### config.mk
export PLATFORM = sky130hd
export DESIGN_NAME = qawd_multi_eval
export DESIGN_NICKNAME = d
export VERILOG_FILES = /design/src/design/qawd_pkg.sv /design/src/design/qawd_multi_eval.sv /design/src/design/qawd_win_timer.sv
export SDC_FILE = /design/constraint.sdc
export NUM_CORES = 1
export LEC_CHECK = 0
export ABC_AREA = 1
export BUFFER_PORTS_ARGS = -buffer_cell sky130_fd_sc_hd__buf_2
export CAP_MARGIN = 20
export CORE_ASPECT_RATIO = 1.1
export CORE_MARGIN = 1
export CORE_UTILIZATION = 45
export CTS_BUF_LIST = sky130_fd_sc_hd__clkbuf_8
export DETAILED_ROUTE_END_ITERATION = 12
export HOLD_SLACK_MARGIN = 0.06
export PLACE_DENSITY = 0.77
export SYNTH_ARGS = -nofsm -noshare
export SYNTH_HDL_FRONTEND = slang
export SYNTH_SLANG_ARGS = --single-unit
### constraint.sdc
create_clock -name CLK -period 3.5 [get_ports CLK]
set_input_delay 0.7 -clock CLK [delete_from_list [all_inputs] [get_ports CLK]]
set_output_delay 0.7 -clock CLK [all_outputs]
set_load 0.01 [all_outputs]
### src/design/qawd_pkg.sv
// Shared constants and types for the multi-answer watchdog run evaluator
package qawd_pkg;

    // Window step timing: one step is 0.55 ms of the 100 MHz system clock
    localparam int CLK_PERIOD_PS    = 10000;
    localparam int STEP_TIME_NS     = 550000;
    localparam int STEP_CYCLES_DFLT = (STEP_TIME_NS * 1000) / CLK_PERIOD_PS;

    // Field widths
    localparam int WIN1_LEN_W  = 8;
    localparam int WIN2_LEN_W  = 5;
    localparam int CHAL_W      = 4;
    localparam int CNT_W       = 3;
    localparam int FAIL_W_DFLT = 4;

    // Answers per run and the split of a fully correct run
    localparam logic [2:0] ANSWERS_PER_RUN = 3'h4;
    localparam logic [2:0] GOOD_WIN1_CNT   = 3'h3;
    localparam logic [2:0] GOOD_WIN2_CNT   = 3'h1;
    localparam logic [1:0] ANS_IDX_LAST    = 2'h3;

    // Values after reset
    localparam logic [3:0] CHAL_RST       = 4'h0;
    localparam logic [1:0] ANS_COUNT_RST  = 2'h3;

    // Run phases
    typedef enum logic [1:0] {
        QAWD_IDLE,
        QAWD_WIN1,
        QAWD_WIN2
    } qawd_phase_t;

endpackage

### src/design/qawd_multi_eval.sv
// Multi-answer watchdog sequence run evaluator (top)
`timescale 1ns/1ps
module qawd_multi_eval
    import qawd_pkg::*;
#(
    parameter int STEP_CYCLES = STEP_CYCLES_DFLT,
    parameter int FAIL_W      = FAIL_W_DFLT
) (
    input  wire logic                  CLK,
    input  wire logic                  NRST,
    input  wire logic                  QA_MODE_SELECT,
    input  wire logic                  CONFIG_UPDATE,
    input  wire logic                  ANSWER_STROBE,
    input  wire logic                  ANSWER_CORRECT,
    input  wire logic [WIN1_LEN_W-1:0] FIRST_WINDOW_LENGTH,
    input  wire logic [WIN2_LEN_W-1:0] SECOND_WINDOW_LENGTH,
    input  wire logic [CHAL_W-1:0]     CHALLENGE_NEXT,
    output logic                       ANSWER_ERROR_FLAG,
    output logic                       EARLY_ANSWER_FLAG,
    output logic                       SEQUENCE_ERROR_FLAG,
    output logic                       WINDOW_EXPIRED_FLAG,
    output logic [CHAL_W-1:0]          CHALLENGE_VALUE,
    output logic [1:0]                 ANSWER_COUNT,
    output logic [FAIL_W-1:0]          FAIL_COUNT,
    output logic                       RUN_END,
    output logic                       IN_SECOND_WINDOW
);
    localparam logic [FAIL_W-1:0] FAIL_MAX = '1;

    qawd_phase_t      phase;        // Current response window
    logic [CNT_W-1:0] w1_tot;       // Answers seen in window one
    logic [CNT_W-1:0] w1_cor;       // Correct answers in window one
    logic [CNT_W-1:0] w2_tot;       // Answers seen in window two
    logic [CNT_W-1:0] w2_cor;       // Correct answers in window two
    logic [CNT_W-1:0] next_w1_tot;
    logic [CNT_W-1:0] next_w1_cor;
    logic [CNT_W-1:0] next_w2_tot;
    logic [CNT_W-1:0] next_w2_cor;
    logic [CNT_W-1:0] next_tot;     // Run total including this cycle
    logic             active;       // Scoring enabled and a run open
    logic             ans;          // Answer byte accepted this cycle
    logic             expired;      // Current window timed out
    logic             end_now;      // Run closes on this edge
    logic             good_now;     // Run is a fully correct sequence
    logic             restart_tmr;  // Start timing a fresh window
    logic [WIN1_LEN_W-1:0] win_len; // Length of the window being timed

    // Mode select high parks the run; scoring only in multi-answer mode
    assign active = (phase != QAWD_IDLE) && !QA_MODE_SELECT;
    assign ans    = active && ANSWER_STROBE;

    // An answer landing on the expiry edge still counts to its window
    always_comb begin
        next_w1_tot = w1_tot;
        next_w1_cor = w1_cor;
        next_w2_tot = w2_tot;
        next_w2_cor = w2_cor;
        if (ans && phase == QAWD_WIN1) begin
            next_w1_tot = CNT_W'(w1_tot + 1'b1);
            next_w1_cor = CNT_W'(w1_cor + CNT_W'(ANSWER_CORRECT));
        end else if (ans && phase == QAWD_WIN2) begin
            next_w2_tot = CNT_W'(w2_tot + 1'b1);
            next_w2_cor = CNT_W'(w2_cor + CNT_W'(ANSWER_CORRECT));
        end
        next_tot = CNT_W'(next_w1_tot + next_w2_tot);
    end

    // Run ends on the fourth answer or at the close of window two
    assign end_now = active && !CONFIG_UPDATE
                   && ((next_tot == ANSWERS_PER_RUN)
                       || (phase == QAWD_WIN2 && expired));
    assign good_now = (next_w1_cor == GOOD_WIN1_CNT) && (next_w2_cor == GOOD_WIN2_CNT);

    // Config changes abort the run; no outcome is reported for it
    assign restart_tmr = (phase == QAWD_IDLE && !QA_MODE_SELECT)
                       || (active && (CONFIG_UPDATE || end_now
                                      || (phase == QAWD_WIN1 && expired)));

    // Window two field is narrower; zero-extend into the shared timer
    assign win_len = (phase == QAWD_WIN2) ? WIN1_LEN_W'(SECOND_WINDOW_LENGTH)
                                          : FIRST_WINDOW_LENGTH;

    // Single timer is reused for both windows since they never overlap
    qawd_win_timer #(
        .STEP_CYCLES (STEP_CYCLES),
        .LEN_W       (WIN1_LEN_W)
    ) u_timer (
        .clk     (CLK),
        .nrst    (NRST),
        .restart (restart_tmr),
        .length  (win_len),
        .expired (expired)
    );

    // Phase sequencing
    always_ff @(posedge CLK or negedge NRST) begin
        if (!NRST) begin
            phase <= QAWD_IDLE;
        end else if (QA_MODE_SELECT) begin
            phase <= QAWD_IDLE;
        end else begin
            case (phase)
                QAWD_IDLE: phase <= QAWD_WIN1;
                QAWD_WIN1: begin
                    if (CONFIG_UPDATE || end_now) begin
                        phase <= QAWD_WIN1;
                    end else if (expired) begin
                        phase <= QAWD_WIN2;
                    end
                end
                QAWD_WIN2: begin
                    if (CONFIG_UPDATE || end_now) begin
                        phase <= QAWD_WIN1;
                    end
                end
                default: phase <= QAWD_IDLE;
            endcase
        end
    end

    // Answer tallies, cleared whenever a run starts over
    always_ff @(posedge CLK or negedge NRST) begin
        if (!NRST) begin
            w1_tot <= '0;
            w1_cor <= '0;
            w2_tot <= '0;
            w2_cor <= '0;
        end else if (!active || CONFIG_UPDATE || end_now) begin
            w1_tot <= '0;
            w1_cor <= '0;
            w2_tot <= '0;
            w2_cor <= '0;
        end else begin
            w1_tot <= next_w1_tot;
            w1_cor <= next_w1_cor;
            w2_tot <= next_w2_tot;
            w2_cor <= next_w2_cor;
        end
    end

    // Status flags written as one group only on the run's end edge
    always_ff @(posedge CLK or negedge NRST) begin
        if (!NRST) begin
            ANSWER_ERROR_FLAG   <= 1'b0;
            EARLY_ANSWER_FLAG   <= 1'b0;
            SEQUENCE_ERROR_FLAG <= 1'b0;
            WINDOW_EXPIRED_FLAG <= 1'b0;
        end else if (end_now) begin
            // Any wrong byte marks an answer error; a perfect run clears all
            ANSWER_ERROR_FLAG   <= (next_w1_cor != next_w1_tot)
                                || (next_w2_cor != next_w2_tot);
            EARLY_ANSWER_FLAG   <= (next_w1_tot == ANSWERS_PER_RUN);
            // Fewer than three answers in window one breaks the sequence
            SEQUENCE_ERROR_FLAG <= (next_w1_tot < GOOD_WIN1_CNT);
            WINDOW_EXPIRED_FLAG <= (next_tot < ANSWERS_PER_RUN);
        end
    end

    // Failure counter saturates at both ends rather than wrapping
    always_ff @(posedge CLK or negedge NRST) begin
        if (!NRST) begin
            FAIL_COUNT <= '0;
        end else if (end_now && good_now) begin
            if (FAIL_COUNT != '0) begin
                FAIL_COUNT <= FAIL_W'(FAIL_COUNT - 1'b1);
            end
        end else if (end_now) begin
            if (FAIL_COUNT != FAIL_MAX) begin
                FAIL_COUNT <= FAIL_W'(FAIL_COUNT + 1'b1);
            end
        end
    end

    // Challenge latch; only a perfect run takes the next question, failed runs hold it
    always_ff @(posedge CLK or negedge NRST) begin
        if (!NRST) begin
            CHALLENGE_VALUE <= CHAL_RST;
        end else if (end_now && good_now) begin
            CHALLENGE_VALUE <= CHALLENGE_NEXT;
        end
    end

    // Status outputs: end pulse, window indicator, answer index counting down
    always_ff @(posedge CLK or negedge NRST) begin
        if (!NRST) begin
            RUN_END          <= 1'b0;
            IN_SECOND_WINDOW <= 1'b0;
            ANSWER_COUNT     <= ANS_COUNT_RST;
        end else begin
            RUN_END          <= end_now;
            IN_SECOND_WINDOW <= active && (phase == QAWD_WIN2) && !restart_tmr
                             || (active && phase == QAWD_WIN1 && expired
                                 && !end_now && !CONFIG_UPDATE);
            if (!active || CONFIG_UPDATE || end_now) begin
                ANSWER_COUNT <= ANS_COUNT_RST;
            end else begin
                ANSWER_COUNT <= 2'(ANS_IDX_LAST - next_tot[1:0]);
            end
        end
    end

    // Helper: cycles spent in the current window
    logic [31:0] win_cyc;
    always_ff @(posedge CLK or negedge NRST) begin
        if (!NRST) begin
            win_cyc <= '0;
        end else if (restart_tmr) begin
            win_cyc <= 32'h1;
        end else begin
            win_cyc <= win_cyc + 32'h1;
        end
    end
endmodule

### src/design/qawd_win_timer.sv
// Response window timer counting whole 0.55 ms steps
`timescale 1ns/1ps
module qawd_win_timer #(
    parameter int STEP_CYCLES = 55000,
    parameter int LEN_W       = 8
) (
    input  wire logic             clk,
    input  wire logic             nrst,
    input  wire logic             restart,
    input  wire logic [LEN_W-1:0] length,
    output logic                  expired
);
    localparam int PRE_W = $clog2(STEP_CYCLES + 1);
    localparam logic [PRE_W-1:0] PRE_LAST = PRE_W'(STEP_CYCLES - 1);

    logic [PRE_W-1:0] pre;    // Cycles inside the current step
    logic [LEN_W-1:0] steps;  // Whole steps elapsed

    // Prescaler and step counter; restart wins so each window starts clean
    always_ff @(posedge clk or negedge nrst) begin
        if (!nrst) begin
            pre   <= '0;
            steps <= '0;
        end else if (restart) begin
            pre   <= '0;
            steps <= '0;
        end else if (pre == PRE_LAST) begin
            pre   <= '0;
            steps <= LEN_W'(steps + 1'b1);
        end else begin
            pre   <= PRE_W'(pre + 1'b1);
        end
    end

    // Window lasts (length + 1) steps; owner restarts on this very cycle
    assign expired = (pre == PRE_LAST) && (steps == length);

endmodule

==> metrics.md, run 1 <==
| Metric | Value |
|---|---|
| Overall die area | `8225 µm²` |
| Synthesized area | `3540 µm²` |
| Result of the run | `completed` |
| R2r setup slk | `250 ps` |
| Synthesized-area fraction occupied by adder cells | `5.019%` |
| Post-synthesis xor/xnor area fraction | `5.444%` |
| Post-synth EDFFs | `0` |
| Post-synthesis sequential area ratio | `38.25%` |
| Worst EP required | `3720 ps` |
| Final hold violation count | `0` |
| Yosys reg bits | `54` |
| Cell family with most CP delay | `simple AND/OR/NAND/NOR gates` |
| Power per cell area | `322.4 nW/µm²` |
| Routed Antenna Nets | `0` |
| Die X | `86.56 µm` |
| Synth cell types | `36` |
| Post-synth ARST share | `100.0%` |
| CP bufs+invs | `5` |
| Peak VDD IR | `0.1622 mV` |
| Crit path arrival time | `3460 ps` |
| R2r endpoint | `FAIL_COUNT[3]$_DFFE_PN0P_` |
| Die height | `95.02 µm` |
| CP endpoint kind | `register` |
| Tmin final | `3250 ps` |
| Dpl cell area | `3970 µm²` |
| 1st-iter DRT viols | `215` |
| Buffers on Ports | `38` |
| Vias per cell | `4.917` |
| Max Cap Viol | `0` |
| Hold Slack | `432.0 ps` |
| CP max stage cell | `dfrtp_2` |
| Synth Instances | `442` |
| CP max stage delay | `420 ps` |
| GP Congestion | `0.9033` |
| CTS tree | `yes` |
| Cts hold-fix bufs | `0` |
| Tcrit/Tclk final | `92.85%` |
| Core Area | `7556 µm²` |
| Synth Area in Compound Gates | `4.383%` |
| Setup Skew | `4.103 ps` |
| RSZ-0062 raised after global routing | `no` |
| Nets | `545` |
| Setup Crit Path Kind | `reg -> reg` |
| IO Count | `39` |
| Layout Utilization | `55.47%` |
| Final std cells w/o fill | `615` |
| CP Cell Sequence | `buf_4 -> nor2_4 -> nand3_4 -> xnor2_2 -> ha_1 -> inv_1 -> fa_1 -> inv_1 -> nand3_1 -> nand3_2 -> nand3_2 -> nand2_4 -> nand3_2 -> inv_2 -> ha_4 -> nand2_1 -> nand2_1 -> a31oi_2 -> inv_1 -> nand4_1 -> nand3_1 -> nand2_1 -> nand2_1` |
| Mux cell area share after synthesis | `0%` |
| Clk Latency, worst-skew pair | `310 ps` |
| Reg clk slew, reported paths | `100 ps` |
| H-tree levels | `2` |
| Drt first pass iters | `4` |
| GRT Resource Usage Total | `19.16%` |
| Total Wirelength | `7493 µm` |
| Global route overflow | `0` |
| Syn nets | `478` |
| Post-Syn Area per Cell | `8.008 µm²` |
| Main synth FF type | `dfrtp_1` |
| Slew @ Worst Pin | `722.2 ps` |
| Residual DRC | `0` |
| Leak | `1.996 nW` |
| Placed cells | `598` |
| Largest net degree at the start of global routing | `33` |
| Synth Area in Simple Gates | `38.14%` |
| Crit-path most repeated cell | `nand2_1` |
| Synth warn | `0` |
| Crit start category | `register` |
| Syn-to-layout area delta | `18.42%` |
| First-pass GRT wire length | `12380 µm` |
| CTS Buf Count | `5` |
| Initial Util | `46.85%` |
| Clk buf depth | `2` |
| Final Cell Area | `4192 µm²` |
| DPL Wire Length | `5799 µm` |
| Worst-case reg-to-reg path depth | `23` |
| Largest family of logic cells by synthesized area | `simple AND/OR/NAND/NOR gates` |
| Sink Count | `54` |
| Layout cell share with drive strength beyond 1 | `25.69%` |
| CTS root buf | `clkbuf_8` |
| Vias in the first global route | `2869` |
| Wirelength per Cell | `12.18 µm` |
| Endpoints failing setup | `0` |
| DR vias | `3024` |
| Relative slew slack | `51.85%` |
| Row cnt | `33` |
| CP max FO | `3` |
| Initial antenna violation count | `0` |
| Ant diodes | `0` |
| Fmax | `307.7 MHz` |
| Design Power | `1.352 mW` |
| Slew Limit Fails | `0` |
| Hold Path Class | `in -> async` |
| R2R Path Start | `phase[1]$_DFFE_PN0P_` |
-- metrics by stage --
stage,TNS (ps),setup WS [ps]
final,0,250.4
after global routing,0,38.04
after CTS,0,55.21
after detailed placement,-118.5,-118.5
after global placement,0,73.89
after floorplan,0,12.59
-- layout make-up --
cell class | count | area [µm²]
Inverter | 63 | 239.0
Tap cell | 105 | 131.4
Fill cell | 672 | 3364
Sequential cell | 54 | 1356
Timing Repair Buffer | 66 | 425.4
Multi-Input combinational cell | 319 | 1922
Clock inverter | 3 | 48.80
Clock buffer | 5 | 68.82
-- per-layer routing --
| metal | global-route usage (%) | vias to the layer above | part of all wire [%] |
|---|---|---|---|
| met4 | 5.139 | 0 | 1.8 |
| li1 | - | 1539 | - |
| met2 | 36.51 | 80 | 52 |
| met1 | 21.76 | 1386 | 42 |
| met3 | 3.636 | 19 | 3.9 |
| met5 | 0 | - | 0 |
-- kinds of logic after synthesis --
| family | Yosys count |
|---|---|
| adders and majority gates | 13 |
| and+or+nand+nor | 256 |
| DFF | 54 |
| xor gates and xnor gates | 22 |
| AOI/OAI and AO/OA | 28 |
| buffers and inverters | 69 |
-- worst max path at each step --
stage | from | to | slack [ps] | cells after the start
finish | phase[1]$_DFFE_PN0P_ | FAIL_COUNT[3]$_DFFE_PN0P_ | 250 | 23
global route | phase[1]$_DFFE_PN0P_ | FAIL_COUNT[3]$_DFFE_PN0P_ | 40 | 23
CTS | phase[0]$_DFFE_PN0P_ | FAIL_COUNT[3]$_DFFE_PN0P_ | 60 | 24
detailed placement | QA_MODE_SELECT | FAIL_COUNT[3]$_DFFE_PN0P_ | -120 | 24
global placement | QA_MODE_SELECT | FAIL_COUNT[3]$_DFFE_PN0P_ | 70 | 24
floorplan | QA_MODE_SELECT | FAIL_COUNT[3]$_DFFE_PN0P_ | 10 | 21
-- timing repair --
action                                 in CTS  in global routing
buffers inserted                            0                  9
resized for setup                           0                  6
endpoints found under the hold margin       0                  0
setup endpoints to repair                   0                 13
-- synthesized netlist by cell type (4+ instances only) --
| library cell | n | share of area, % |
|---|---|---|
| nand2_1 | 105 | 11 |
| dfrtp_1 | 52 | 37 |
| nor2_1 | 39 | 4.1 |
| a21oi_1 | 4 | 0.57 |
| xnor2_1 | 8 | 2.0 |
| xor2_1 | 14 | 3.5 |
| nor3_1 | 5 | 0.71 |
| ha_1 | 11 | 3.9 |
| nand3_1 | 48 | 6.8 |
| o21ai_0 | 13 | 1.8 |
| nand3b_1 | 4 | 0.85 |
| nor2_4 | 23 | 7.3 |
| o21ai_1 | 4 | 0.57 |
| nand2_4 | 5 | 1.6 |
| nand3_2 | 6 | 1.7 |
| nand4_1 | 8 | 1.4 |
| inv_1 | 58 | 6.2 |
-- state kept, by name, summed over array words and instances, names as in the netlist --
| name | flops |
|---|---|
| u_timer.pre | 16 |
| u_timer.steps | 8 |
| CHALLENGE_VALUE | 4 |
| FAIL_COUNT | 4 |
| w1_cor | 3 |
| w1_tot | 3 |
| w2_cor | 3 |
| w2_tot | 3 |
| ANSWER_COUNT | 2 |
| phase | 2 |
| ANSWER_ERROR_FLAG | 1 |
| EARLY_ANSWER_FLAG | 1 |
| IN_SECOND_WINDOW | 1 |
| RUN_END | 1 |
| SEQUENCE_ERROR_FLAG | 1 |
| WINDOW_EXPIRED_FLAG | 1 |
-- power breakdown --
part	total [mW]	leakage, nW	internal [mW]	switching (mW)
clock network	0.439	0.0563	0.218	0.221
logic	0.229	1.21	0.0947	0.135
registers	0.683	0.732	0.654	0.0299
total	1.35	2.00	0.966	0.385
-- layout by cell type (no fill, tap or decap), types with 4 or more instances in the layout --
cell      count
inv_1        58
nand3_2       6
nor3_1        5
nand4_1       8
nand2_1     105
a21oi_1       4
o21ai_0      13
dfrtp_1      50
ha_1         10
xor2_1       14
clkbuf_8      5
xnor2_1       6
nor2_1       39
buf_2        38
nand3b_1      4
o21ai_1       4
nor2_4       23
nand3_1      47
buf_4        26
nand2_4       5
Power figures use the tool's default switching activity.
==> inputs of run 2 (changes only) <==
ABC_AREA = unset   (was 1)
PLACE_DENSITY = 0.78   (was 0.77)
SKIP_LAST_GASP = 1   (was unset)
==> metrics.md, run 2 <==
| Metric | Value |
|---|---|
| Final hold violation count | `0` |
| Mux cell area share after synthesis | `7.586%` |
| 1st-iter DRT viols | `86` |
| Final std cells w/o fill | `468` |
| RSZ-0062 raised after global routing | `yes` |
| First-pass GRT wire length | `11490 µm` |
| Vias in the first global route | `2449` |
| Commonest non-fill, non-tap cells in the layout | `51 x dfrtp_1, 40 x nor2_1, 38 x buf_2` |
| CTS root buf | `clkbuf_8` |
| Number of flip-flops in the largest register | `16` |
| Drt first pass iters | `4` |
| Routed Antenna Nets | `0` |
| Synth Area in Simple Gates | `22.49%` |
| Sink Count | `54` |
| Wirelength per Cell | `14.67 µm` |
| CTS tree | `yes` |
| Setup Skew | `5.437 ps` |
| Most common cell after layout, fill and taps aside | `dfrtp_1` |
| Max Cap Viol | `0` |
| Post-synth top cells | `52 x dfrtp_1, 42 x nor2_1, 34 x nand2_1` |
| Crit start category | `input port` |
| Total Wirelength | `6867 µm` |
| CP max FO | `3` |
| Dpl ws | `-279.6 ps` |
| Hold Path Class | `in -> async` |
| Setup Crit Path Kind | `in -> reg` |
| Die height | `91.35 µm` |
| CTS Buf Count | `5` |
| Power per cell area | `291.8 nW/µm²` |
| Slew Limit Fails | `0` |
| Overall die area | `7602 µm²` |
| Logic gate share of total power | `7.9%` |
| Biggest regs | `u_timer.pre (16), u_timer.steps (8)` |
| Area leader, netlist | `dfrtp_1` |
| Synthesized-area fraction occupied by adder cells | `5.441%` |
| Placed cells | `459` |
| Initial antenna violation count | `0` |
| Setup ws final | `84.26 ps` |
| Result of the run | `completed` |
| Design Power | `1.136 mW` |
| Synth cell types | `59` |
| Switch share | `22.48%` |
| Fmax | `292.8 MHz` |
| Post-synth EDFFs | `0` |
| Vias per cell | `5.387` |
| P_int | `880.9 µW` |
| Syn nets | `355` |
| Dpl cell area | `3740 µm²` |
| Largest family of logic cells by synthesized area | `simple AND/OR/NAND/NOR gates` |
| Clk Latency, worst-skew pair | `310 ps` |
| Synth Area in Compound Gates | `6.820%` |
| Synth Instances | `319` |
| Cts hold-fix bufs | `0` |
| Most flops, register | `u_timer.pre` |
| Final Cell Area | `3895 µm²` |
| Residual DRC | `0` |
| Post-synthesis sequential area ratio | `41.46%` |
| H-tree levels | `2` |
| DR vias | `2521` |
| Hold Slack | `420.1 ps` |
| Slew @ Worst Pin | `680.7 ps` |
| Core Area | `7007 µm²` |
| Clk pwr share | `35.5%` |
| Endpoints failing setup | `0` |
| Synth warn | `0` |
| Reg clk slew, reported paths | `90 ps` |
| Leak | `1.791 nW` |
| Most common cell in the netlist | `dfrtp_1` |
| Seq pwr share | `56.5%` |
| Final setup TNS | `0 ps` |
| Global route overflow | `0` |
| DPL Wire Length | `5219 µm` |
| Initial Util | `46.61%` |
| Crit path arrival time | `3670 ps` |
| GP Congestion | `0.8266` |
| GRT Resource Usage Total | `18.73%` |
| Peak VDD IR | `0.1886 mV` |
| Yosys reg bits | `54` |
| Layout cell share with drive strength beyond 1 | `28.98%` |
| Tmin final | `3416 ps` |
| Top cell type's share of synthesized area | `39.85%` |
| Relative slew slack | `54.62%` |
| Layout Utilization | `55.59%` |
| Syn-to-layout area delta | `19.27%` |
| Post-synth ARST share | `100.0%` |
| Largest net degree at the start of global routing | `31` |
| Row cnt | `32` |
| Die X | `83.23 µm` |
| Main synth FF type | `dfrtp_1` |
| NetSw | `255.5 µW` |
| Post-Syn Area per Cell | `10.24 µm²` |
| Buffers on Ports | `38` |
| IO Count | `39` |
| R2R Path Start | `u_timer.pre[5]$_DFF_PN0_` |
| Critical Path Source | `QA_MODE_SELECT` |
| Tcrit/Tclk final | `97.59%` |
| Ant diodes | `0` |
| Nets | `418` |
| Clk buf depth | `2` |
| Synth area leaders | `dfrtp_1 40%, xnor2_1 8.0%, nor2_1 4.8%` |
| Synthesized area | `3266 µm²` |
| Worst EP required | `3750 ps` |
| CP endpoint kind | `register` |
| Post-synthesis xor/xnor area fraction | `13.49%` |
==> run 2: cell count changes after synthesis, moves of 12 or more <==
cell	previous run	this run
inv_1	58	7
nand2_1	105	34
mux2i_1	0	12
nor2_4	23	1
xnor2_1	8	30
nand3_1	48	10
==> run 2: cells by family (layout without fill, tap and decap cells) <==
logic type / after synthesis / after routing
AO/OA/AOI/OAI: 28 / 28
XOR/XNOR: 47 / 47
adder cells (fa/ha/maj): 13 / 13
buffers and inverters: 16 / 80
flip-flops: 54 / 54
multiplexers: 21 / 21
AND/OR/NAND/NOR: 140 / 140
==> run 2: cell type report <==
type | instances | area, µm²
clock buffers | 5 | 68.82
clock inverters | 3 | 37.54
fillers | 588 | 3112
inverters | 7 | 26.28
multi-input cells | 249 | 1896
flip-flops and latches | 54 | 1355
well taps | 85 | 106.4
repair buffers | 65 | 405.4
==> run 2: power by group through the flow <==
stage | Sequential [mW] | Clock (mW) | Combinational (mW)
global placement | 0.654 | 0 | 0.0855
detailed placement | 0.654 | 0 | 0.0888
finish | 0.642 | 0.404 | 0.0902
global route | 0.644 | 0.433 | 0.101
CTS | 0.642 | 0.416 | 0.0887
floorplan | 0.652 | 0 | 0.0464
==> run 2: worst paths after layout <==
path	endpoint	cells past startpoint	slack, ps
worst max-delay path	FAIL_COUNT[3]$_DFFE_PN0P_	18	80
worst min-delay path	w1_cor[1]$_DFF_PN0_	1	420
worst max register to register	FAIL_COUNT[3]$_DFFE_PN0P_	13	110
worst min register to register	u_timer.pre[0]$_DFF_PN0_	1	490
max in group asynchronous	phase[1]$_DFFE_PN0P_	2	2290
min in group CLK	u_timer.pre[0]$_DFF_PN0_	1	490
==> run 2: per-layer routing <==
layer	track usage [%]	routed length, µm
met5	0	0
met2	33.88	3578
met1	23.78	3025
met4	5.172	88
met3	1.727	174
==> run 2: repair_timing <==
| action | in CTS | in global routing |
|---|---|---|
| gates resized for setup | 0 | 8 |
| setup buffers | 0 | 1 |
| endpoints found under the setup margin | 0 | 2 |
| hold endpoints to repair | 0 | 0 |
==> run 2: worst max-delay path: stages <==
cell and delay [ps]:
buf_2 110, and4bb_4 390, xnor2_4 80, inv_1 70, ha_1 140, inv_1 50
fa_2 330, xnor3_2 270, nor3b_4 220, nor2_2 70, nor2_2 110, ha_1 240
a21o_1 180, a21o_1 180, nor2_1 100, mux2i_1 80, a211oi_1 200, o22a_1 150
